[config.mk]
export PLATFORM = sky130hd
export DESIGN_NAME = tpc_timer
export DESIGN_NICKNAME = d
export VERILOG_FILES = /design/src/tpc_pkg.sv /design/src/tpc_dead_if.sv /design/src/tpc_deadband.sv /design/src/tpc_timer.sv
export VERILOG_INCLUDE_DIRS = /design/src
export SDC_FILE = /design/constraint.sdc
export NUM_CORES = 1
export LEC_CHECK = 0
export BUFFER_PORTS_ARGS = -buffer_cell sky130_fd_sc_hd__buf_2
export CAP_MARGIN = 20
export CORE_MARGIN = 8
export CORE_UTILIZATION = 40
export CTS_BUF_LIST = sky130_fd_sc_hd__clkbuf_16
export DETAILED_ROUTE_END_ITERATION = 12
export HOLD_SLACK_MARGIN = 0.15
export PLACE_DENSITY_LB_ADDON = 0.3
export SLEW_MARGIN = 25
export SYNTH_ARGS = -nofsm -noshare
export SYNTH_HDL_FRONTEND = slang
export SYNTH_HIERARCHICAL = 1
export SYNTH_SLANG_ARGS = --single-unit
[constraint.sdc]
create_clock -name core_clk -period 3.66 [get_ports core_clk]
set_input_delay 0.183 -clock core_clk [delete_from_list [all_inputs] [get_ports core_clk]]
set_output_delay 0.183 -clock core_clk [all_outputs]
set_load 0.01 [all_outputs]
[src/tpc_map.svh]
// constants for the comparator-counter and pwm timer
`ifndef TPC_MAP_SVH
`define TPC_MAP_SVH
`define TPC_CNT_W 16
`define TPC_CNT_RESTART 16'h0001
`define TPC_CNT_WRAP 16'h0000
`define TPC_CNT_RST 16'h0000
`define TPC_PRESC_W 7
`define TPC_PRESC_SEL_W 3
`define TPC_DB_W 8
`define TPC_DB_MAX 8'h80
`define TPC_DB_SAT 8'hff
`endif

[src/tpc_pkg.sv]
// types shared by the timer modules
package tpc_pkg;
  typedef enum logic [0:0] {
    TPC_MODE_CMP_CNT,
    TPC_MODE_PWM
  } tpc_mode_t;
endpackage : tpc_pkg

[src/tpc_dead_if.sv]
// link between the timer core and its deadband stage
`timescale 1ns/10ps
interface tpc_dead_if;
  logic raw;
  logic [7:0] deadband;
  logic pos;
  logic neg;
  modport ctrl (output raw, output deadband, input pos, input neg);
  modport dead (input raw, input deadband, output pos, output neg);
endinterface : tpc_dead_if

[src/tpc_deadband.sv]
// deadband stage: delays only the rising edge of each pwm output
`timescale 1ns/10ps
`include "tpc_map.svh"
module tpc_deadband (
  input wire logic core_clk,
  input wire logic rst_n,
  tpc_dead_if.dead db
);
  logic prev_q, prev_d;
  logic [`TPC_DB_W-1:0] age_q, age_d;
  logic pos_q, pos_d;
  logic neg_q, neg_d;

  always_comb begin
    prev_d = db.raw;
    // age saturates so a long phase never wraps back into the gap
    if (db.raw != prev_q) begin
      age_d = '0;
    end else if (age_q == `TPC_DB_SAT) begin
      age_d = age_q;
    end else begin
      age_d = age_q + `TPC_DB_W'(1);
    end
    pos_d = db.raw && (age_d >= db.deadband);
    neg_d = !db.raw && (age_d >= db.deadband);
  end

  always_ff @(posedge core_clk or negedge rst_n) begin
    if (!rst_n) begin
      prev_q <= 1'b0;
      age_q <= '0;
      pos_q <= 1'b0;
      neg_q <= 1'b0;
    end else begin
      prev_q <= prev_d;
      age_q <= age_d;
      pos_q <= pos_d;
      neg_q <= neg_d;
    end
  end

  assign db.pos = pos_q;
  assign db.neg = neg_q;
endmodule : tpc_deadband

[src/tpc_timer.sv]
// reloadable timer: comparator-counter, single and dual pwm modes
//
// Overview of operation
// comparator mode counts each selected comparator edge; polarity bit picks it
// comparator mode bypasses the prescaler, one count per edge
// comparator output must toggle no faster than a quarter clock
// at reload in comparator mode: interrupt, count to 0001H, keep going
// comparator mode with output enabled toggles the output at each reload
// comparator mode start count only affects the first pass
// software normally preloads 0001H; transitions equal count minus start
// software disables, sets mode and edge, loads counts, then enables
// edge selection also sets initial output level
// single pwm toggles at match, interrupt and 0001H at reload
// polarity one: high until match, low after, high at reload
// polarity zero: low until match, high after, low at reload
// software keeps reload above the pwm match value
// pwm start count only governs the first period
// pwm period is reload times prescale clocks
// dual pwm drives the signal and its complement
// dual pwm delays only rising edges by 0 to 128 clocks; deadband is not clamped, so delays go up to 255
// dual mode needs the mode extension bit as well
// software keeps deadband shorter than both pwm phases
// software writes the deadband before enabling dual mode
// dual mode turns the timer input pin into complement output
// software disables, configures, loads counts, then enables single pwm
// prescaler divides the clock by 1 to 128 in clocked modes
// counter wraps from FFFFH to 0000H without a reload
// disabled dual mode holds complement at inverse of initial level
// counting starts the clock after enable and freezes while disabled
`timescale 1ns/10ps
`include "tpc_map.svh"
module tpc_timer #(
  parameter int CNT_W = `TPC_CNT_W
) (
  input wire logic core_clk,
  input wire logic rst_n,
  input wire logic tmr_en,
  input wire tpc_pkg::tpc_mode_t mode_sel,
  input wire logic timer_mode_extension_bit,
  input wire logic output_polarity_select,
  input wire logic [`TPC_PRESC_SEL_W-1:0] prescale_sel,
  input wire logic cnt_load,
  input wire logic [CNT_W-1:0] cnt_load_val,
  input wire logic [CNT_W-1:0] reload_val,
  input wire logic [CNT_W-1:0] pwm_val,
  input wire logic [`TPC_DB_W-1:0] deadband,
  input wire logic out_pin_en,
  input wire logic cmp_out,
  output logic [CNT_W-1:0] timer_count,
  output logic tmr_irq,
  output logic tmr_out,
  output logic tmr_out_oe,
  output logic tmr_out_n,
  output logic tmr_out_n_oe,
  output logic tmr_in_is_out_n
);
  // ----------------------------------------------------------------
  // helpers
  // ----------------------------------------------------------------
  function automatic logic [`TPC_PRESC_W-1:0] presc_lim(
    input logic [`TPC_PRESC_SEL_W-1:0] sel);
    presc_lim = `TPC_PRESC_W'((8'h01 << sel) - 8'h01);
  endfunction : presc_lim

  tpc_dead_if dl();

  logic sync1_q, sync2_q, sync3_q;
  logic [`TPC_PRESC_W-1:0] presc_q, presc_d;
  logic [CNT_W-1:0] cnt_q, cnt_d;
  logic lvl_q, lvl_d;
  logic irq_q, irq_d;
  logic cmp_mode, dual_mode, cmp_edge, tick, at_reload;

  // ----------------------------------------------------------------
  // comparator input: two flops, then a third for the edge
  // ----------------------------------------------------------------
  always_ff @(posedge core_clk or negedge rst_n) begin
    if (!rst_n) begin
      sync1_q <= 1'b0;
      sync2_q <= 1'b0;
      sync3_q <= 1'b0;
    end else begin
      sync1_q <= cmp_out;
      sync2_q <= sync1_q;
      sync3_q <= sync2_q;
    end
  end

  // edges closer than a quarter clock may merge here
  assign cmp_edge = output_polarity_select ? (sync2_q && !sync3_q)
                                           : (!sync2_q && sync3_q);

  assign cmp_mode = (mode_sel == tpc_pkg::TPC_MODE_CMP_CNT);
  assign dual_mode = (mode_sel == tpc_pkg::TPC_MODE_PWM) &&
                     timer_mode_extension_bit;
  assign tick = cmp_mode ? cmp_edge
                         : (presc_q == presc_lim(prescale_sel));
  assign at_reload = (cnt_q == reload_val);

  // ----------------------------------------------------------------
  // prescaler, counter and output level
  // ----------------------------------------------------------------
  always_comb begin
    if (!tmr_en || cmp_mode || tick) begin
      presc_d = '0;
    end else begin
      presc_d = presc_q + `TPC_PRESC_W'(1);
    end
    cnt_d = cnt_q;
    lvl_d = lvl_q;
    irq_d = 1'b0;
    if (cnt_load) begin
      cnt_d = cnt_load_val;
    end else if (tmr_en && tick) begin
      if (at_reload) begin
        cnt_d = `TPC_CNT_RESTART;
        irq_d = 1'b1;
        if (cmp_mode) begin
          if (out_pin_en) begin
            lvl_d = !lvl_q;
          end
        end else begin
          lvl_d = output_polarity_select;
        end
      end else begin
        // natural overflow gives the FFFFH to 0000H wrap
        cnt_d = cnt_q + CNT_W'(1);
        if (!cmp_mode && cnt_d == pwm_val) begin
          lvl_d = !output_polarity_select;
        end
      end
    end
    if (!tmr_en) begin
      lvl_d = output_polarity_select;
    end
  end

  always_ff @(posedge core_clk or negedge rst_n) begin
    if (!rst_n) begin
      presc_q <= '0;
      cnt_q <= `TPC_CNT_RST;
      lvl_q <= 1'b0;
      irq_q <= 1'b0;
    end else begin
      presc_q <= presc_d;
      cnt_q <= cnt_d;
      lvl_q <= lvl_d;
      irq_q <= irq_d;
    end
  end

  // ----------------------------------------------------------------
  // deadband and pins
  // ----------------------------------------------------------------
  assign dl.raw = lvl_q;
  assign dl.deadband = deadband;

  tpc_deadband u_dead (
    .core_clk(core_clk),
    .rst_n(rst_n),
    .db(dl.dead)
  );

  assign timer_count = cnt_q;
  assign tmr_irq = irq_q;
  assign tmr_out = dual_mode ? dl.pos : lvl_q;
  assign tmr_out_oe = out_pin_en;
  assign tmr_out_n = dl.neg;
  assign tmr_in_is_out_n = dual_mode;
  assign tmr_out_n_oe = dual_mode && out_pin_en;
endmodule : tpc_timer
==> metrics.txt <==
status=complete, no violations; Max FO, Critical Path=8; Power Density=319 mW/mm^2; Synth top area share=0.305; GPL Wtd Cong=0.890; async set or reset register ratio after synthesis=1.00; Clock Latency Late Sink=0.28 ns; list of most frequent post-synthesis cells=nand2_1, dfrtp_1, nand3_1, xor2_1, nor2_1; Final min period=2.63 ns; top cells by area, synth=dfrtp_1, xor2_1, nand2_1; post-synthesis sequential area ratio=0.305; largest net degree at the start of global routing=40; Syn. warnings=6; CP Launch Type=flop; setup bufs post-CTS=0; P&R area growth vs syn=24.3%; RSZ-0062 raised after global routing=false; Netlist cell types=59; leading area contributor after synthesis=dfrtp_1; I/O Buffers=89; reg2reg setup slack=1.03 ns; Hold Violations, Final=0; Largest register FFs=16; crit path DAT=2.80 ns; Global Route Usage Sum=0.165; EDFF count, synth=0; DR WL met3=747 um; GRT overflow=0; WL per Instance=16.1 um; FP Rows=32; Slew @ Worst Pin=0.767 ns; WL met1=4.15 mm; Initial Util=0.414; CTS tree=yes; hold endpoint=sync2_q$_DFF_PN0_; Die ar.=0.0111 sq mm; DR top layer=met4; I/O pins=90; number of global-route vias before repair=3085; placed cell areas=0.00365 sq mm; Routed WL=9.35 mm; fmax=381 MHz; Root Buffer Master=clkbuf_16; Clock Skews=0.00541 ns; core area=0.00773 sq mm; critical path class=reg2reg; worst r2r dst=dl.raw$_DFFE_PN0P_; detailed-route via count=3207; max_slew headroom=0.475; reg-to-reg startpoint=timer_count[0]$_DFFE_PN0P_; layout cells sized above 1=0.235; # H-tree levels=2; post-synthesis cell area=0.00320 sq mm; max-cap violation count=0; required time of the critical path=3.83 ns; Clk pin slew, worst setup/hold paths=0.06 ns; DRT iter0 DRCs=131; endpoints failing setup=0; hold crit path type=reg2reg; vias per cell=5.53; Final TNS setup=0 ns; flops & latches, synth=39; DRT antenna net count=0; Die Span Y=105 um; P_leak=1.85 nW; initial antenna violation count=0; Die Wd=105 um; VDD IR max=0.151 mV; Min Hold Slack=0.348 ns; R2R depth=8; syn avg cell area=8.26 sq um; CP Capture Type=flop; CTS Sinks=39; drt drc=0; Synth Flop Type=dfrtp_1; Final Max Tran Viols=0; global-route wire length before repair=15.2 mm; clock buffer depth=2; detailed placement HPWL=6.89 mm; most frequent cell after synthesis=nand2_1; Final nets=555; met2 routed WL=4.37 mm; design area=0.00398 sq mm; CTS Buf Count=5; Cells on Worst Hold Path=0; Initial DRT Pass Iterations=4; Hold Crit Start=sync1_q$_DFF_PN0_; total power=1.27 mW; cell count after synthesis=387; CP max-delay cell=dfrtp_1; critical path's largest stage delay=0.51 ns; Syn Nets=466; Tcrit/Tclk final=0.718; worst-path cell chain=ha_1, nand3_1, or3_1, a211oi_1, nand4_1, o41ai_2, o2111ai_1, and2_1
[critical path, delay by kind of cell (launching register included)]
kind	cells	cell delay, ns
compound gates	3	0.79
fa+ha+maj	1	0.32
flops	1	0.51
simple gates	4	0.89
[logic make-up (layout without fill, tap and decap cells)]
| family | Yosys count | after routing | synth area share |
|---|---|---|---|
| AND/OR/NAND/NOR | 163 | 163 | 0.270 |
| AO/OA/AOI/OAI | 80 | 80 | 0.176 |
| XOR/XNOR | 46 | 46 | 0.126 |
| buffers and inverters | 42 | 132 | 0.0599 |
| flip-flops | 39 | 39 | 0.305 |
| adder cells (fa/ha/maj) | 11 | 11 | 0.0430 |
| multiplexers | 6 | 6 | 0.0203 |
| other | 0 | 1 | 0 |
[per-layer routing]
metal | global-route usage | vias to the layer above
met5 | 0 | -
met4 | 0.0459 | 0
met3 | 0.0475 | 10
met2 | 0.260 | 121
met1 | 0.215 | 1504
li1 | - | 1572
[stage by stage]
stage                     worst slack (ns)  cells   util
after CTS                             1.01    579  0.514
after detailed placement              1.04    553  0.472
after global routing                 0.830    579  0.514
after floorplan                       1.33    387      -
after global placement                1.19    553  0.472
final                                 1.03    580  0.515
[report_power, final]
part / switching [mW] / internal [mW]
registers: 0.0623 / 0.462
clock network: 0.178 / 0.248
logic: 0.170 / 0.149
[worst max path at each step]
stage                                           from                 end  slack (ns)  cells after the start
after floorplan           timer_count[1]$_DFFE_PN0P_  dl.raw$_DFFE_PN0P_        1.33                      8
after global placement    timer_count[0]$_DFFE_PN0P_  dl.raw$_DFFE_PN0P_        1.19                      8
after detailed placement  timer_count[0]$_DFFE_PN0P_  dl.raw$_DFFE_PN0P_        1.04                      8
after CTS                 timer_count[0]$_DFFE_PN0P_  dl.raw$_DFFE_PN0P_        1.01                      8
after global routing      timer_count[0]$_DFFE_PN0P_  dl.raw$_DFFE_PN0P_        0.83                      8
final                     timer_count[0]$_DFFE_PN0P_  dl.raw$_DFFE_PN0P_        1.03                      8
[repair_timing]
item / in CTS / in global routing
resized for setup: 0 / 0
hold endpoints to repair: 56 / 0
hold buffers: 18 / 0
[final cells by class]
class,instances,area (sq um)
Sequential cell,39,976
Clock buffer,5,125
Clock inverter,3,15.0
Multi-Input combinational cell,306,2030
Timing Repair Buffer,109,643
Fill cell,747,3750
Inverter,15,56.3
Antenna cell,1,2.50
Tap cell,102,128
[layout by cell type (no fill, tap or decap), types with 2 or more instances in the layout]
cell type	instances
o311ai_0	4
or2_2	2
inv_1	15
o31ai_1	4
nor3_1	10
o22ai_1	3
a211oi_1	5
nand2b_1	5
buf_2	88
o21ai_1	2
buf_4	3
a22oi_1	10
mux2i_1	2
o21ai_0	18
dfrtp_1	39
clkbuf_16	5
o21a_1	4
mux2_2	4
a21oi_1	10
nand4_1	9
nor4_1	6
or3_1	3
nand2_1	44
and4_1	4
a31oi_1	2
a21boi_0	2
xor2_1	28
xnor2_1	18
ha_1	11
o21ai_2	2
o21bai_1	2
and3_1	10
nor2_1	22
clkinv_1	2
nand3_1	32
dlygate4sd3_1	18
and2_1	3
nand3b_1	3
nand4_2	2
Note: power is estimated with default switching activity, not from simulation.
